$ cat src/cls_map.vh
// Register map, field layout and encodings of the loopback, stamp and filter block.
// Assumes a byte-addressed 8-bit register port with 32-bit data words.
`ifndef CLS_MAP_VH
`define CLS_MAP_VH

// ********************************************************************
// Register offsets
// ********************************************************************
`define CLS_ADDR_CORE_CTRL   8'h00
`define CLS_ADDR_STAMP_CFG   8'h04
`define CLS_ADDR_STAMP_VAL   8'h08
`define CLS_ADDR_TOUT_CFG    8'h0C
`define CLS_ADDR_TOUT_VAL    8'h10
`define CLS_ADDR_STATUS      8'h14
`define CLS_ADDR_EXT_MASK    8'h18
`define CLS_ADDR_PROTO_STAT  8'h1C
`define CLS_ADDR_LIST_CFG    8'h20
`define CLS_ADDR_STD_BASE    8'h40
`define CLS_ADDR_EXT_BASE    8'h80
`define CLS_NUM_FLT          4

// ********************************************************************
// Control and status fields
// ********************************************************************
`define CLS_CC_INIT          0
`define CLS_CC_MON           1
`define CLS_CC_LOOPBACK_ENABLE_EN       2
`define CLS_ST_WRAP          0
`define CLS_ST_TOUT          1
`define CLS_ST_HPRI          2
`define CLS_TO_EN            0
`define CLS_TO_SRC_LSB       1
`define CLS_TO_PER_LSB       16
`define CLS_TO_CONT          2'b00
`define CLS_TO_RXF0          2'b01
`define CLS_TO_TXEV          2'b10
`define CLS_TO_RXF1          2'b11
`define CLS_CTRL_RST         32'h0000_0001
`define CLS_TOCFG_RST        32'hFFFF_0000
`define CLS_XMASK_RST        29'h1FFF_FFFF

// ********************************************************************
// Filter element encodings
// ********************************************************************
`define CLS_FT_RANGE         2'b00
`define CLS_FT_DUAL          2'b01
`define CLS_FT_MASK          2'b10
`define CLS_FT_RANGE_NOMASK  2'b11
`define CLS_FA_OFF           3'b000
`define CLS_FA_FIFO0         3'b001
`define CLS_FA_FIFO1         3'b010
`define CLS_FA_REJECT        3'b011
`define CLS_FA_HPRI          3'b100
`define CLS_FA_HPRI_F0       3'b101
`define CLS_FA_HPRI_F1       3'b110
`define CLS_FA_BUFFER        3'b111
`define CLS_DST_NONE         2'b00
`define CLS_DST_FIFO0        2'b01
`define CLS_DST_FIFO1        2'b10
`define CLS_DST_BUF          2'b11
`define CLS_HDR_WORD         4'h0
`define CLS_STAMP_WORD       4'h1
`define CLS_DATA_WORD0       4'h2

`endif

$ cat src/cls_top.v
// Loopback pin control, timestamp and timeout counters, and acceptance
// filtering with message store sequencing for a CAN protocol controller.
// Assumes the protocol core supplies a one-cycle sample point pulse per bit,
// frame events, the received identifier and 32-bit data words, all on sys_clk_i.
//
// Summary of operation
// - Loopback makes own transmitted frames received frames, stored if filters accept
// - External loopback feeds tx to rx internally, ignores ack errors, tx visible
// - Loopback plus monitor: rx pin disconnected, tx pin recessive
// - 16-bit wrapping stamp counter advances every 1 to 16 bit times
// - Stamp count readable; any write to stamp value register clears it
// - Stamp counter wrap sets the stamp wrap flag
// - Stamp captured at start of frame into receive or event element
// - 16-bit timeout down-counter on the same tick, readable by host
// - Timeout counter runs only while init is 0, stops at init 1
// - Continuous mode starts on init release; write reloads period
// - FIFO modes: empty FIFO holds period, count after store, writes ignored
// - Reaching zero sets timeout flag; continuous mode reloads at once
// - Timeout tick comes from the core sample point pulse
// - Separate standard and extended lists, scanned from 0, first match wins
// - Per-element enable, accept or reject, seven match actions
// - Filtering starts after full identifier; message stored in 32-bit words
// - Protocol error: no new data, no put index advance, error code kept
// - Stored identifier is the unmodified received identifier
// - Range filter; extended type 00 masks first, type 11 does not
// - Dual filter matches either field; equal fields give single id
// - Mask filter: mask 1 bits must equal, mask 0 bits ignored
// - 11-bit ids use standard list, 29-bit use extended after AND mask except type 11
`timescale 1ns/100ps
`default_nettype none
`include "cls_map.vh"

module cls_top
(
  input  wire        sys_clk_i,
  input  wire        rst_n_i,
  input  wire [7:0]  reg_addr_i,
  input  wire [31:0] reg_wdata_i,
  input  wire        reg_wr_i,
  input  wire        reg_rd_i,
  output reg  [31:0] reg_rdata_o,
  input  wire        can_rx_i,
  output reg         can_tx_o,
  input  wire        core_tx_i,
  output reg         core_rx_o,
  input  wire        core_ack_err_i,
  output reg         core_ack_err_o,
  input  wire        sample_point_i,
  input  wire        sof_i,
  input  wire        sof_is_tx_i,
  output reg  [15:0] rx_stamp_field_o,
  output reg  [15:0] tx_event_stamp_field_o,
  input  wire [2:0]  fifo_empty_i,
  input  wire        id_valid_i,
  input  wire [28:0] id_i,
  input  wire        ide_i,
  input  wire        rtr_i,
  input  wire        word_valid_i,
  input  wire [31:0] word_i,
  input  wire        frame_ok_i,
  input  wire        frame_err_i,
  input  wire [2:0]  last_error_code_i,
  input  wire [2:0]  data_phase_error_code_i,
  output reg         mem_we_o,
  output reg  [1:0]  mem_dest_o,
  output reg  [5:0]  mem_buf_idx_o,
  output reg  [3:0]  mem_word_o,
  output reg  [31:0] mem_wdata_o,
  output reg         fifo0_put_o,
  output reg         fifo1_put_o,
  output reg         buf_new_data_o,
  output reg         filter_event_o
);

  // ********************************************************************
  // Filter compare shared by both lists
  // ********************************************************************
  function match_id;
    input [1:0]  ftype;
    input [28:0] rid;
    input [28:0] f1;
    input [28:0] f2;
    begin
      case (ftype)
        `CLS_FT_DUAL: match_id = (rid == f1) || (rid == f2);
        `CLS_FT_MASK: match_id = ((rid ^ f1) & f2) == 29'h0000_0000;
        default:      match_id = (rid >= f1) && (rid <= f2);
      endcase
    end
  endfunction

  // ********************************************************************
  // Registers
  // ********************************************************************
  reg  [31:0] core_control_reg;
  reg  [3:0]  tick_prescale;
  reg  [31:0] timeout_config_reg;
  reg  [28:0] ext_id_and_mask;
  reg  [2:0]  std_list_size;
  reg  [2:0]  ext_list_size;
  reg  [31:0] std_flt [0:`CLS_NUM_FLT-1];
  reg  [31:0] ext_flt_a [0:`CLS_NUM_FLT-1];
  reg  [31:0] ext_flt_b [0:`CLS_NUM_FLT-1];
  reg  [15:0] stamp_count;
  reg  [15:0] timeout_count;
  reg  [3:0]  presc_cnt;
  reg         stamp_wrap_flag;
  reg         timeout_flag;
  reg         high_priority_flag;
  reg  [2:0]  last_error_code;
  reg  [2:0]  data_phase_error_code;
  reg         init_q;
  reg  [31:0] next_rdata;
  integer     k;

  wire        init_bit  = core_control_reg[`CLS_CC_INIT];
  wire        mon_bit   = core_control_reg[`CLS_CC_MON];
  wire        loopback_enable_bit  = core_control_reg[`CLS_CC_LOOPBACK_ENABLE_EN];
  wire        to_en     = timeout_config_reg[`CLS_TO_EN];
  wire [1:0]  to_src    = timeout_config_reg[`CLS_TO_SRC_LSB+1:`CLS_TO_SRC_LSB];
  wire [15:0] to_period = timeout_config_reg[`CLS_TO_PER_LSB+15:`CLS_TO_PER_LSB];
  wire        wr_stamp  = reg_wr_i && (reg_addr_i == `CLS_ADDR_STAMP_VAL);
  wire        wr_tout   = reg_wr_i && (reg_addr_i == `CLS_ADDR_TOUT_VAL);
  wire        wr_status = reg_wr_i && (reg_addr_i == `CLS_ADDR_STATUS);
  wire        std_hit   = (reg_addr_i[7:4] == `CLS_ADDR_STD_BASE >> 4);
  wire        ext_hit   = (reg_addr_i[7:5] == `CLS_ADDR_EXT_BASE >> 5);

  // Configuration writes; filter elements are word-indexed flip-flops
  always @(posedge sys_clk_i or negedge rst_n_i)
  begin
    if (!rst_n_i)
    begin
      core_control_reg   <= `CLS_CTRL_RST;
      tick_prescale      <= 4'h0;
      timeout_config_reg <= `CLS_TOCFG_RST;
      ext_id_and_mask    <= `CLS_XMASK_RST;
      std_list_size      <= 3'h0;
      ext_list_size      <= 3'h0;
      for (k = 0; k < `CLS_NUM_FLT; k = k + 1)
      begin
        std_flt[k]   <= 32'h0000_0000;
        ext_flt_a[k] <= 32'h0000_0000;
        ext_flt_b[k] <= 32'h0000_0000;
      end
    end
    else if (reg_wr_i)
    begin
      case (reg_addr_i)
        `CLS_ADDR_CORE_CTRL: core_control_reg   <= {29'h0000_0000, reg_wdata_i[2:0]};
        `CLS_ADDR_STAMP_CFG: tick_prescale      <= reg_wdata_i[3:0];
        `CLS_ADDR_TOUT_CFG:  timeout_config_reg <= {reg_wdata_i[31:16], 13'h0000,
                                                    reg_wdata_i[2:0]};
        `CLS_ADDR_EXT_MASK:  ext_id_and_mask    <= reg_wdata_i[28:0];
        `CLS_ADDR_LIST_CFG:
        begin
          std_list_size <= reg_wdata_i[2:0];
          ext_list_size <= reg_wdata_i[10:8];
        end
        default:
        begin
          if (std_hit && reg_addr_i[3:2] < `CLS_NUM_FLT)
            std_flt[reg_addr_i[3:2]] <= reg_wdata_i;
          else if (ext_hit && !reg_addr_i[2])
            ext_flt_a[reg_addr_i[4:3]] <= reg_wdata_i;
          else if (ext_hit)
            ext_flt_b[reg_addr_i[4:3]] <= reg_wdata_i;
        end
      endcase
    end
  end

  // Read mux; unmapped addresses read zero
  always @*
  begin
    next_rdata = 32'h0000_0000;
    case (reg_addr_i)
      `CLS_ADDR_CORE_CTRL:  next_rdata = core_control_reg;
      `CLS_ADDR_STAMP_CFG:  next_rdata = {28'h000_0000, tick_prescale};
      `CLS_ADDR_STAMP_VAL:  next_rdata = {16'h0000, stamp_count};
      `CLS_ADDR_TOUT_CFG:   next_rdata = timeout_config_reg;
      `CLS_ADDR_TOUT_VAL:   next_rdata = {16'h0000, timeout_count};
      `CLS_ADDR_STATUS:     next_rdata = {29'h0000_0000, high_priority_flag,
                                          timeout_flag, stamp_wrap_flag};
      `CLS_ADDR_EXT_MASK:   next_rdata = {3'h0, ext_id_and_mask};
      `CLS_ADDR_PROTO_STAT: next_rdata = {21'h00_0000, data_phase_error_code,
                                          5'h00, last_error_code};
      `CLS_ADDR_LIST_CFG:   next_rdata = {21'h00_0000, ext_list_size,
                                          5'h00, std_list_size};
      default:
      begin
        if (std_hit && reg_addr_i[3:2] < `CLS_NUM_FLT)
          next_rdata = std_flt[reg_addr_i[3:2]];
        else if (ext_hit && !reg_addr_i[2])
          next_rdata = ext_flt_a[reg_addr_i[4:3]];
        else if (ext_hit)
          next_rdata = ext_flt_b[reg_addr_i[4:3]];
      end
    endcase
  end

  // Read data stands only in the cycle after the strobe
  always @(posedge sys_clk_i or negedge rst_n_i)
  begin
    if (!rst_n_i)
      reg_rdata_o <= 32'h0000_0000;
    else
      reg_rdata_o <= reg_rd_i ? next_rdata : 32'h0000_0000;
  end

  // ********************************************************************
  // Pin control for loopback and monitor modes
  // ********************************************************************
  // Registered so every pin leaves a flop; costs one cycle of loop delay
  always @(posedge sys_clk_i or negedge rst_n_i)
  begin
    if (!rst_n_i)
    begin
      can_tx_o       <= 1'b1;
      core_rx_o      <= 1'b1;
      core_ack_err_o <= 1'b0;
    end
    else
    begin
      can_tx_o       <= mon_bit ? 1'b1 : core_tx_i;
      core_rx_o      <= loopback_enable_bit ? core_tx_i : can_rx_i;
      core_ack_err_o <= core_ack_err_i && !loopback_enable_bit;
    end
  end

  // ********************************************************************
  // Bit-time prescaler, stamp and timeout counters
  // ********************************************************************
  wire tick = sample_point_i && (presc_cnt == tick_prescale);

  always @(posedge sys_clk_i or negedge rst_n_i)
  begin
    if (!rst_n_i)
      presc_cnt <= 4'h0;
    else if (tick)
      presc_cnt <= 4'h0;
    else if (sample_point_i)
      presc_cnt <= presc_cnt + 4'h1;
  end

  // Host clear beats a tick in the same cycle
  wire stamp_wraps = tick && !wr_stamp && (stamp_count == 16'hFFFF);

  always @(posedge sys_clk_i or negedge rst_n_i)
  begin
    if (!rst_n_i)
      stamp_count <= 16'h0000;
    else if (wr_stamp)
      stamp_count <= 16'h0000;
    else if (tick)
      stamp_count <= stamp_count + 16'h0001;
  end

  // Stamp taken at start of frame, steered by frame direction
  always @(posedge sys_clk_i or negedge rst_n_i)
  begin
    if (!rst_n_i)
    begin
      rx_stamp_field_o       <= 16'h0000;
      tx_event_stamp_field_o <= 16'h0000;
    end
    else if (sof_i && sof_is_tx_i)
      tx_event_stamp_field_o <= stamp_count;
    else if (sof_i)
      rx_stamp_field_o <= stamp_count;
  end

  reg  fifo_empty_sel;
  wire to_hit = tick && !init_bit && to_en && (timeout_count == 16'h0001 ||
                timeout_count == 16'h0000) &&
                !(to_src == `CLS_TO_CONT && (wr_tout || init_q)) &&
                !(to_src != `CLS_TO_CONT && (fifo_empty_sel || timeout_count == 16'h0000));

  always @*
  begin
    case (to_src)
      `CLS_TO_RXF0: fifo_empty_sel = fifo_empty_i[0];
      `CLS_TO_RXF1: fifo_empty_sel = fifo_empty_i[1];
      `CLS_TO_TXEV: fifo_empty_sel = fifo_empty_i[2];
      default:      fifo_empty_sel = 1'b1;
    endcase
  end

  // Timeout down-counter; frozen while init is set
  always @(posedge sys_clk_i or negedge rst_n_i)
  begin
    if (!rst_n_i)
    begin
      timeout_count <= 16'hFFFF;
      init_q        <= 1'b1;
    end
    else
    begin
      init_q <= init_bit;
      if (init_bit || !to_en)
        timeout_count <= timeout_count;
      else if (to_src == `CLS_TO_CONT)
      begin
        if (init_q || wr_tout)
          timeout_count <= to_period;
        else if (to_hit)
          timeout_count <= to_period;
        else if (tick)
          timeout_count <= timeout_count - 16'h0001;
      end
      else if (fifo_empty_sel)
        timeout_count <= to_period;
      else if (tick && timeout_count != 16'h0000)
        timeout_count <= timeout_count - 16'h0001;
    end
  end

  // ********************************************************************
  // Acceptance filter sequencer
  // ********************************************************************
  localparam [3:0] ST_IDLE  = 4'b0001;
  localparam [3:0] ST_SCAN  = 4'b0010;
  localparam [3:0] ST_STORE = 4'b0100;
  localparam [3:0] ST_SKIP  = 4'b1000;

  reg  [3:0]  state;
  reg  [2:0]  idx;
  reg  [28:0] rx_id;
  reg         rx_ide;
  reg         rx_rtr;
  reg  [3:0]  word_cnt;
  reg         hdr_done;
  reg  [1:0]  dest;
  reg  [5:0]  buf_idx;

  // Current element viewed as extended-width fields
  wire [31:0] sf     = std_flt[idx[1:0]];
  wire [31:0] ea     = ext_flt_a[idx[1:0]];
  wire [31:0] eb     = ext_flt_b[idx[1:0]];
  wire [1:0]  ftype  = rx_ide ? eb[31:30] : sf[31:30];
  wire [2:0]  action = rx_ide ? ea[31:29] : sf[29:27];
  wire [28:0] f1     = rx_ide ? ea[28:0] : {18'h0_0000, sf[26:16]};
  wire [28:0] f2     = rx_ide ? eb[28:0] : {18'h0_0000, sf[10:0]};
  wire [28:0] cmp_id = (rx_ide && ftype != `CLS_FT_RANGE_NOMASK) ?
                       (rx_id & ext_id_and_mask) : rx_id;
  wire [2:0]  lsize  = rx_ide ? ext_list_size : std_list_size;
  wire        elem_hit = (action != `CLS_FA_OFF) &&
                         match_id(ftype, cmp_id, f1, f2);
  wire        hi_pri = (action == `CLS_FA_HPRI) || (action == `CLS_FA_HPRI_F0) ||
                       (action == `CLS_FA_HPRI_F1);

  always @(posedge sys_clk_i or negedge rst_n_i)
  begin
    if (!rst_n_i)
    begin
      state          <= ST_IDLE;
      idx            <= 3'h0;
      rx_id          <= 29'h0000_0000;
      rx_ide         <= 1'b0;
      rx_rtr         <= 1'b0;
      dest           <= `CLS_DST_NONE;
      buf_idx        <= 6'h00;
      filter_event_o <= 1'b0;
    end
    else
    begin
      filter_event_o <= 1'b0;
      case (state)
        ST_IDLE:
        begin
          if (id_valid_i)
          begin
            rx_id  <= id_i;
            rx_ide <= ide_i;
            rx_rtr <= rtr_i;
            idx    <= 3'h0;
            dest   <= `CLS_DST_NONE;
            state  <= ST_SCAN;
          end
        end
        ST_SCAN:
        begin
          if (idx >= lsize)
            state <= ST_SKIP;              // Nothing matched: frame rejected
          else if (elem_hit)
          begin
            case (action)
              `CLS_FA_FIFO0, `CLS_FA_HPRI_F0: dest <= `CLS_DST_FIFO0;
              `CLS_FA_FIFO1, `CLS_FA_HPRI_F1: dest <= `CLS_DST_FIFO1;
              `CLS_FA_BUFFER:
              begin
                dest           <= `CLS_DST_BUF;
                buf_idx        <= f2[5:0];
                filter_event_o <= f2[9];
              end
              default: dest <= `CLS_DST_NONE;
            endcase
            state <= (action == `CLS_FA_FIFO0 || action == `CLS_FA_FIFO1 ||
                      action == `CLS_FA_HPRI_F0 || action == `CLS_FA_HPRI_F1 ||
                      action == `CLS_FA_BUFFER) ? ST_STORE : ST_SKIP;
          end
          else
            idx <= idx + 3'h1;
        end
        ST_STORE, ST_SKIP:
        begin
          if (frame_ok_i || frame_err_i)
            state <= ST_IDLE;
        end
        default: state <= ST_IDLE;
      endcase
    end
  end

  // ********************************************************************
  // Message store in 32-bit words and frame completion
  // ********************************************************************
  always @(posedge sys_clk_i or negedge rst_n_i)
  begin
    if (!rst_n_i)
    begin
      mem_we_o       <= 1'b0;
      mem_dest_o     <= `CLS_DST_NONE;
      mem_buf_idx_o  <= 6'h00;
      mem_word_o     <= 4'h0;
      mem_wdata_o    <= 32'h0000_0000;
      word_cnt       <= 4'h0;
      hdr_done       <= 1'b0;
      fifo0_put_o    <= 1'b0;
      fifo1_put_o    <= 1'b0;
      buf_new_data_o <= 1'b0;
    end
    else
    begin
      mem_we_o       <= 1'b0;
      fifo0_put_o    <= 1'b0;
      fifo1_put_o    <= 1'b0;
      buf_new_data_o <= 1'b0;
      mem_dest_o     <= dest;
      mem_buf_idx_o  <= buf_idx;
      if (state != ST_STORE)
      begin
        word_cnt <= `CLS_DATA_WORD0;
        hdr_done <= 1'b0;
      end
      else if (!hdr_done)
      begin
        // Header holds the id exactly as received, never the masked copy
        mem_we_o    <= 1'b1;
        mem_word_o  <= `CLS_HDR_WORD;
        mem_wdata_o <= {1'b0, rx_rtr, rx_ide,
                        rx_ide ? rx_id : {rx_id[10:0], 18'h0_0000}};
        hdr_done    <= 1'b1;
        word_cnt    <= `CLS_STAMP_WORD;
      end
      else if (word_cnt == `CLS_STAMP_WORD)
      begin
        mem_we_o    <= 1'b1;
        mem_word_o  <= `CLS_STAMP_WORD;
        mem_wdata_o <= {16'h0000, rx_stamp_field_o};
        word_cnt    <= `CLS_DATA_WORD0;
      end
      else if (frame_ok_i)
      begin
        fifo0_put_o    <= (dest == `CLS_DST_FIFO0);
        fifo1_put_o    <= (dest == `CLS_DST_FIFO1);
        buf_new_data_o <= (dest == `CLS_DST_BUF);
      end
      else if (word_valid_i && !frame_err_i)
      begin
        mem_we_o    <= 1'b1;
        mem_word_o  <= word_cnt;
        mem_wdata_o <= word_i;
        word_cnt    <= word_cnt + 4'h1;
      end
      // On frame_err_i no commit pulse: partial words stay, index unmoved
    end
  end

  // ********************************************************************
  // Status flags: hardware set wins over a write-one clear
  // ********************************************************************
  wire hpri_set = (state == ST_SCAN) && (idx < lsize) && elem_hit && hi_pri;

  always @(posedge sys_clk_i or negedge rst_n_i)
  begin
    if (!rst_n_i)
    begin
      stamp_wrap_flag       <= 1'b0;
      timeout_flag          <= 1'b0;
      high_priority_flag    <= 1'b0;
      last_error_code       <= 3'h0;
      data_phase_error_code <= 3'h0;
    end
    else
    begin
      stamp_wrap_flag    <= stamp_wraps ||
                            (stamp_wrap_flag && !(wr_status && reg_wdata_i[`CLS_ST_WRAP]));
      timeout_flag       <= to_hit ||
                            (timeout_flag && !(wr_status && reg_wdata_i[`CLS_ST_TOUT]));
      high_priority_flag <= hpri_set ||
                            (high_priority_flag && !(wr_status && reg_wdata_i[`CLS_ST_HPRI]));
      if (frame_err_i)
      begin
        last_error_code       <= last_error_code_i;
        data_phase_error_code <= data_phase_error_code_i;
      end
    end
  end

endmodule // cls_top
`default_nettype wire

$ cat config.mk
export PLATFORM = sky130hd
export DESIGN_NAME = cls_top
export DESIGN_NICKNAME = d
export VERILOG_FILES = /design/src/cls_top.v
export VERILOG_INCLUDE_DIRS = /design/src
export SDC_FILE = /design/constraint.sdc
export NUM_CORES = 1
export LEC_CHECK = 0
export BUFFER_PORTS_ARGS = -buffer_cell sky130_fd_sc_hd__buf_2
export CORE_ASPECT_RATIO = 0.5
export CORE_MARGIN = 2
export CORE_UTILIZATION = 24
export CTS_BUF_LIST = sky130_fd_sc_hd__clkbuf_8
export CTS_CLUSTER_DIAMETER = 30
export DETAILED_ROUTE_END_ITERATION = 10
export GPL_ROUTABILITY_DRIVEN = 0
export PLACE_DENSITY_LB_ADDON = 0.05
export SLEW_MARGIN = 20
export SYNTH_ARGS = -nofsm -noshare
export SYNTH_HDL_FRONTEND = slang
export SYNTH_SLANG_ARGS = --single-unit
export TNS_END_PERCENT = 50
$ cat constraint.sdc
create_clock -name sys_clk_i -period 17 [get_ports sys_clk_i]
set_clock_uncertainty 0.05 [all_clocks]
set_input_delay 1.7 -clock sys_clk_i [delete_from_list [all_inputs] [get_ports sys_clk_i]]
set_output_delay 1.7 -clock sys_clk_i [all_outputs]
set_load 0.02 [all_outputs]
---- Word level (Yosys, flattened, before mapping) ----
Cells that the tools add are included.
W data, S select, Z words.
storage, ports and cells
  flip-flop bits (word level) ............. 658
  output and inout bits ................... 116
  word-level logic and storage cells ...... 316
cells by class
  $add $sub $neg .......................... 5
  magnitude comparators ................... 9
  equality and inequality tests ........... 47
  multiplexer cells ....................... 101
  bitwise operators ....................... 13
  reduce and logical (&&, ||, !) cells .... 90
operator list
  operator                 number
  $mux W32                 22
  $bmux W32 S2             6
  $bwmux W128              3
  $pmux W32 S9             1
  $demux W32 S2            2
  $mux W16                 8
  $mux W29                 4
  $mux W4                  16
  $and A29 B29 Y29         2
  $eq A29 B29 Y1           2
  $eq A8 B5 Y1 const B     4
  $logic_and A1 B1 Y1      32
  $ge A29 B29 Y1           1
  $le A29 B29 Y1           1
  $logic_not A29 Y1        1
  $xor A29 B29 Y29         1
  $mux W1                  24
  $add A16 B1 Y16 const B  1
  $eq A16 B1 Y1 const B    1
  $eq A16 B16 Y1 const B   1
  $eq A8 B4 Y1 const B     2
  $logic_not A16 Y1        1
  $reduce_and A2 Y1        8
  $reduce_and A4 Y1        4
  47 further kinds         117

---- Longest topological paths before layout ----
Gate-level depths: netlist (run 1).
  word-level depth ........................ 16
  gate-level depth with buffers ........... 23

---- Worst setup path after synthesis (run 1) ----
No wires, ideal clock.
  path kind ............................... reg2reg
  from .................................... register idx[0]
  to ...................................... register idx[1]
  library setup time ...................... 0.128 ns
  data arrival time ....................... 5.757 ns
  required time ........................... 16.822 ns
  setup slack ............................. 11.065 ns
  cell stages (with the launch flop) ...... 24
  cells stage by stage .................... dfrtp_1 -> buf_6 -> buf_6 -> buf_6 -> buf_1 -> buf_1 -> mux4_2 -> mux2i_1 -> inv_1 -> ha_1 -> nand2b_1 -> clkbuf_1 -> clkbuf_1 -> o21a_1 -> ha_1 -> a21o_1 -> a21o_1 -> a221o_1 -> a2bb2oi_1 -> nand4b_1 -> nor3_1 -> a22oi_4 -> a31oi_2 -> mux2_1
on the way
  word-level cells in the longest chain between the ends .. 15
  elaborated cells between the ends (all ways) .. 39
  those cells by class .................... 1 x add/sub; 3 x order compare; 7 x eq/ne; 18 x mux; 3 x bitwise; 7 x reduce/logical
ends and longest elaborated chain
  item                                                                     line           RTL
  start: declaration                                                       cls_top.v:326  reg [2:0] idx;
  start signal: assignment                                                 cls_top.v:402  idx <= idx + 3'h1;
  parallel branches: the longest is 15 deep, another holds $ge A29 B29 Y1  --
Several ways; the timed one is not identified. The select of a mux whose other input is x is not followed.
A chain may end at the register's enable or synchronous reset.

---- Final worst setup path (run 1) ----
Same ends and word-level chain as after synthesis.

==> flow_summary_export.csv, run 1 <==
group,metric,value,unit
clock_network,cts_buffer_depth,3,
clock_network,ctsHoldBuffers,0,
run_status,status,"finished, final reports clean",
hold_path,min_path_cells,0,
critical_path,cp_num_buf_inv,3,
clock_network,cts_tree,"built",
critical_path,cp-start-kind,"register",
final_layout,nNetsFinal,3139,
timing,slew_viol_final,0,
critical_path,cpMaxStageDelayCell,"dfrtp_4",
final_layout,syn2layout_area_growth,19.8,%
global_route,antenna_found_initial,29,
timing,whs,0.331,ns
floorplanning,die_w,538,um
hold_path,holdPathEnd,"mem_buf_idx_o[5]",
routing,drt-initial-drc-count,1754,
routing,antenna_left,0,
logic_synthesis,synthesis.area,34200,um^2
routing,wl,149,mm
timing,timing.final.crit_share,36.9,%
hold_path,worstHoldStart,"buf_idx[5]",
timing,slew_headroom,34.3,%
clock_network,root_buffer,"clkbuf_8",
logic_synthesis,synth_edf_count,0,
critical_path,r2r_cells,17,
routing,route.detailed.drc,0,
logic_synthesis,syn_area_per_cell,12.7,um^2
critical_path,timing.rr.start,"idx[0]",
clock_network,clock_latency,0.86,ns
hold_path,hp-class,"reg2reg",
flow_run,drv_cap,0,
floorplanning,coreArea,141000,um^2
routing,drt-vias-per-instance,4.97,
floorplanning,top_level_ports,242,
final_layout,layout-drive-gt1-share,44.1,%
global_route,grt_pass1_wl,208,mm
critical_path,required,17.68,ns
routing,drt_first_pass_iters,5,
logic_synthesis,synthesis.nets,2881,
timing,tns,0,ns
critical_path,worst-path-max-fanout,32,
clock_network,ctsResizeCount,0,
routing,drt-wirelength-per-cell,30.0,um
floorplanning,fp-row-count,97,
critical_path,max_stage_delay,0.82,ns
timing,tightest_slew,0.967,ns
timing,fmax,160,MHz
critical_path,timing.rr.end,"idx[1]",
floorplanning,die_height,271,um
global_route,grt-ovfl-total,0,
critical_path,rrSetupSlack,10.73,ns
logic_synthesis,async_reset_ff_share,100,%
clock_network,clkTransAtPathRegs,0.06,ns
clock_network,numCtsBuffers,149,
critical_path,path_cells,"buf_4 > mux4_2 > mux2i_1 > inv_1 > ha_1 > nand2b_1 > buf_4 > o21a_1 > ha_1 > nand4_1 > nor4_1 > nand4_1 > a2111o_1 > a31oi_4 > nand2_4 > a31oi_2 > mux2_1",
critical_path,crit_family,"simple AND/OR/NAND/NOR gates",
timing,rsz0062_at_grt,"false",
final_layout,reg.largest.list,"ext_flt_a x128, ext_flt_b x128, std_flt x128",
logic_synthesis,synth_top_flop_cell,"dfrtp_1",
pwr,peakVddDrop,0.0777,mV
logic_synthesis,ys_seq_elements,658,
placed_design,io_buffers,241,
floorplanning,die_area,146000,um^2
pwr,powerDensity,134,nW/um^2
clock_network,post_cts_buffers,0,
critical_path,cp.arrival,6.95,ns
global_route,grt_usage,20.4,%
critical_path,startpoint,"idx[0]",
logic_synthesis,synthCells,2685,
clock_network,cts.sinks,658,
global_route,grt_pass1_vias,25400,
placed_design,place_hpwl,103,mm
clock_network,cts_htree_levels,4,
logic_synthesis,ys_seq_area_share,48.4,%
timing,setup_viol,0,
final_layout,num-fill-cells,14600,
global_route,grt_max_degree,85,
logic_synthesis,ys_types,93,
final_layout,layout_commonest_cell,"dfrtp_1",
floorplanning,initial_core_util,24.3,%
timing,finalHoldViolations,0,
critical_path,critPathKind,"reg2reg",
final_layout,final_cell_mix,"589 x dfrtp_1, 528 x mux2_2, 275 x nand2_1",
critical_path,cp-end-kind,"register",
logic_synthesis,ys_warn_count,0,
pwr,leakage,18.5,nW
routing,vias,24600,
timing,layout_min_cycle_time,6.27,ns
[area by class of cell]
| class | instances | area [um^2] | share of cell area, % |
|---|---|---|---|
| Clock buffer | 174 | 2390 | 5.84 |
| Timing Repair Buffer | 301 | 1690 | 4.13 |
| Sequential cell | 658 | 16600 | 40.4 |
| Clock inverter | 96 | 960 | 2.34 |
| Multi-Input combinational cell | 1789 | 16800 | 41.1 |
| Tap cell | 1881 | 2350 | 5.74 |
| Antenna cell | 5 | 12.5 | 0.0305 |
| Inverter | 44 | 165 | 0.403 |
[per-stage QoR]
stage                     setup slack (ns)  power, mW  std cells  instance area (um^2)  util (%)
after detailed placement             10.74       3.47       4673                 37600      26.7
final                                10.73       5.49       4948                 41000      29.1
after floorplan                      11.07       2.81       2685                 34200         -
after global placement               10.77       3.47       4673                 37600      26.7
after CTS                            10.71       5.57       4943                 40900      29.1
after global routing                 10.37       5.79       4945                 41000      29.1
[cell usage after synthesis (16+ instances only)]
master,number,area (um^2)
buf_1,45,169
ha_1,70,876
nor3_1,17,85.1
nor2_1,125,469
a221oi_1,24,210
nand3_1,25,125
nand2b_1,17,106
clkbuf_1,128,480
dfrtp_1,592,14800
inv_1,42,158
a21oi_1,41,205
nand4_1,18,113
a22oi_1,51,383
dfstp_2,66,1730
nor2b_1,16,100
a21o_1,16,120
mux4_2,163,3670
o21ai_1,25,125
mux2i_1,75,751
mux2_2,528,5950
o21a_1,28,210
xor2_1,20,175
nand2_1,282,1060
o21ai_0,34,170
a31oi_1,41,257
[worst max-delay path by stage]
stage                     slack, ns  depth (start not counted)     end
final                         10.73                         17  idx[1]
after global routing          10.37                         17  idx[1]
after CTS                     10.71                         17  idx[1]
after detailed placement      10.74                         17  idx[1]
after global placement        10.77                         17  idx[1]
after floorplan               11.07                         23  idx[1]
[worst register-to-register path, delay by kind of cell (launching register included)]
family / cells / cell delay (ns)
mux: 3 / 1.18
fa+ha+maj: 2 / 0.49
flops: 1 / 0.82
buf+inv: 3 / 0.91
simple gates: 5 / 1.42
compound gates: 4 / 1.31
[routing by layer]
metal	track usage, %	wire length, um	up-vias
li1	-	-	10500
met1	30.2	72500	13200
met2	29.4	62800	681
met3	4.73	9880	182
met4	5.75	3370	8
met5	0	40	-
[cells by family (layout without fill, tap and decap cells)]
family	count (synthesis)	in the layout	share of synthesized area [%]
simple gates	571	571	7.57
mux	776	776	30.7
compound gates	341	341	7.13
xor+xnor	29	29	0.742
flops	658	658	48.4
buf+inv	238	615	2.85
other cells	0	5	0
fa+ha+maj	72	72	2.62
[power by group]
group	switching (mW)	internal, mW	total [mW]
registers	0.322	1.77	2.09
clock network	0.833	1.21	2.05
logic	0.769	0.582	1.35
(Power assumes the default switching activity.)
==> inputs of run 2 (changes only) <==
- clock period: 17 -> 6.04 ns (I/O delays scaled with it)
==> run 2 against run 1 <==
Effect of this change: global-route usage is 0.28 points higher; largest power group unchanged; utilization is 0.62 points higher; routed wire length is 1.4% higher; worst hold slack worse by 0.24 ns; die area stayed put; critical path type unchanged; largest cell class unchanged; sequential power grew to 2.8 times the previous value; clock power grew to 2.8 times the previous value; highest routed layer unchanged; combinational power grew to 2.9 times the previous value; final cell count is 1.7% higher; clock-buffer cell count is 10 higher.
==> flow_summary_export.csv, run 2 (synthesis gave the netlist of run 1 again) <==
group,metric,value,unit
clock_network,ctsHoldBuffers,72,
final_layout,finalNonFillerCells,5033,
clock_network,cts_tree,"built",
run_status,status,"finished, final reports clean",
timing,whs,0.0947,ns
critical_path,r2r_cells,17,
critical_path,cp-end-kind,"register",
timing,slew_viol_final,0,
global_route,grt_pass1_vias,25800,
pwr,power_frac_seq,37.7,%
routing,route.detailed.drc,0,
placed_design,dp_cells,4685,
floorplanning,die_height,271,um
final_layout,final_cell_mix,"589 x dfrtp_1, 528 x mux2_2, 275 x nand2_1",
critical_path,path_cells,"mux4_2 > mux2i_1 > inv_1 > ha_1 > nand2b_1 > buf_4 > o21a_1 > ha_1 > nand4_1 > nor4_1 > nand4_1 > a2111o_1 > a31oi_4 > nand2_4 > a31oi_2 > mux2i_1 > buf_4",
floorplanning,fp-row-count,97,
critical_path,max_stage_delay,0.66,ns
floorplanning,die_area,146000,um^2
critical_path,timing.rr.end,"idx[0]",
critical_path,critPathCapture,"idx[0]",
floorplanning,top_level_ports,242,
timing,timing.final.crit_share,89.5,%
routing,drt_first_pass_iters,7,
timing,fmax,185,MHz
routing,antenna_left,0,
final_layout,reg.largest.list,"ext_flt_a x128, ext_flt_b x128, std_flt x128",
clock_network,root_buffer,"clkbuf_8",
pwr,leakage,18.9,nW
critical_path,crit_family,"simple AND/OR/NAND/NOR gates",
final_layout,syn2layout_area_growth,22.3,%
clock_network,cts.sinks,658,
global_route,grt_usage,20.7,%
pwr,power_frac_comb,25.0,%
critical_path,critPathKind,"reg2reg",
clock_network,post_cts_buffers,0,
pwr,powerDensity,368,nW/um^2
routing,wl,151,mm
flow_run,drv_cap,0,
global_route,grt_max_degree,130,
routing,drt-vias-per-instance,4.94,
pwr,swShare,34.7,%
timing,finalHoldViolations,0,
timing,setup_viol,0,
timing,rsz0062_at_grt,"false",
critical_path,timing.rr.start,"idx[1]",
floorplanning,coreArea,141000,um^2
critical_path,rrSetupSlack,0.63,ns
final_layout,nNetsFinal,3221,
pwr,p_clk_share,37.3,%
clock_network,cts_buffer_depth,3,
global_route,antenna_found_initial,26,
pwr,p_int,10.1,mW
timing,slew_headroom,15.8,%
critical_path,startpoint,"idx[1]",
clock_network,numCtsBuffers,147,
placed_design,io_buffers,241,
clock_network,ctsResizeCount,0,
critical_path,worst-path-max-fanout,16,
final_layout,final_cell_area,41800,um^2
timing,tightest_slew,1.23,ns
clock_network,cts_htree_levels,4,
pwr,p_sw,5.34,mW
timing,layout_setup_ws,0.633,ns
critical_path,cpMaxStageDelayCell,"dfrtp_4",
timing,layout_min_cycle_time,5.41,ns
final_layout,layout_commonest_cell,"dfrtp_1",
clock_network,clock_latency,0.87,ns
critical_path,cp_num_buf_inv,3,
final_layout,layout-drive-gt1-share,43.3,%
global_route,grt_pass1_wl,211,mm
pwr,peakVddDrop,0.225,mV
placed_design,place_hpwl,104,mm
routing,drt-wirelength-per-cell,29.9,um
hold_path,hp-class,"in2reg",
routing,vias,24900,
timing,tns,0,ns
clock_network,clkTransAtPathRegs,0.06,ns
floorplanning,initial_core_util,24.3,%
floorplanning,die_w,538,um
critical_path,cp.arrival,6.15,ns
global_route,grt-ovfl-total,0,
critical_path,cp.depth,17,
critical_path,required,6.78,ns
placed_design,placed_area,37800,um^2
routing,drt-initial-drc-count,1805,
placed_design,place_ws,0.667,ns
critical_path,cp-start-kind,"register",
[run 2: worst min path at each step]
stage	from	to	slack [ns]	cells past startpoint
global placement	core_control_reg[0]	init_q	0.33	0
detailed placement	core_control_reg[0]	init_q	0.34	0
floorplan	rst_n_i	buf_idx[0]	0.26	0
global route	word_i[11]	mem_wdata_o[11]	0.1	5
finish	word_i[11]	mem_wdata_o[11]	0.09	5
CTS	word_i[4]	mem_wdata_o[4]	0.004	5
[run 2: stage by stage]
stage                     total power [mW]  util, %
after floorplan                       7.91        -
after global placement                9.69     26.8
final                                 15.4     29.7
after CTS                             15.6     29.7
after detailed placement              9.69     26.8
after global routing                  16.2     29.7
[run 2: per-layer routing]
metal | vias to the layer above | global-route usage (%) | routed length, um
met5 | - | 0 | 33
met2 | 601 | 30.1 | 64300
met3 | 172 | 3.23 | 6830
met4 | 6 | 4.80 | 2510
met1 | 13400 | 31.7 | 77100
li1 | 10700 | - | -
[run 2: cell type report]
class	count	area [um^2]
Clock buffer	184	2530
Antenna cell	6	15.0
Clock inverter	86	820
Sequential cell	658	16600
Tap cell	1881	2350
Fill cell	14400	98900
Multi-Input combinational cell	1789	16800
Timing Repair Buffer	385	2590
Inverter	44	165
[run 2: worst min-delay path, cell delays in order]
cell	delay, ns
buf_2	0.08
nand2_1	0.04
nand2_1	0.07
a221oi_1	0.08
nor2_1	0.10
[run 2: power groups by stage]
| stage | clock [mW] | combinational (mW) | sequential [mW] |
|---|---|---|---|
| after floorplan | 0 | 2.52 | 5.39 |
| after global placement | 0 | 3.81 | 5.88 |
| after detailed placement | 0 | 3.81 | 5.88 |
| after CTS | 5.94 | 3.87 | 5.80 |
| after global routing | 6.15 | 4.20 | 5.87 |
| final | 5.74 | 3.86 | 5.81 |
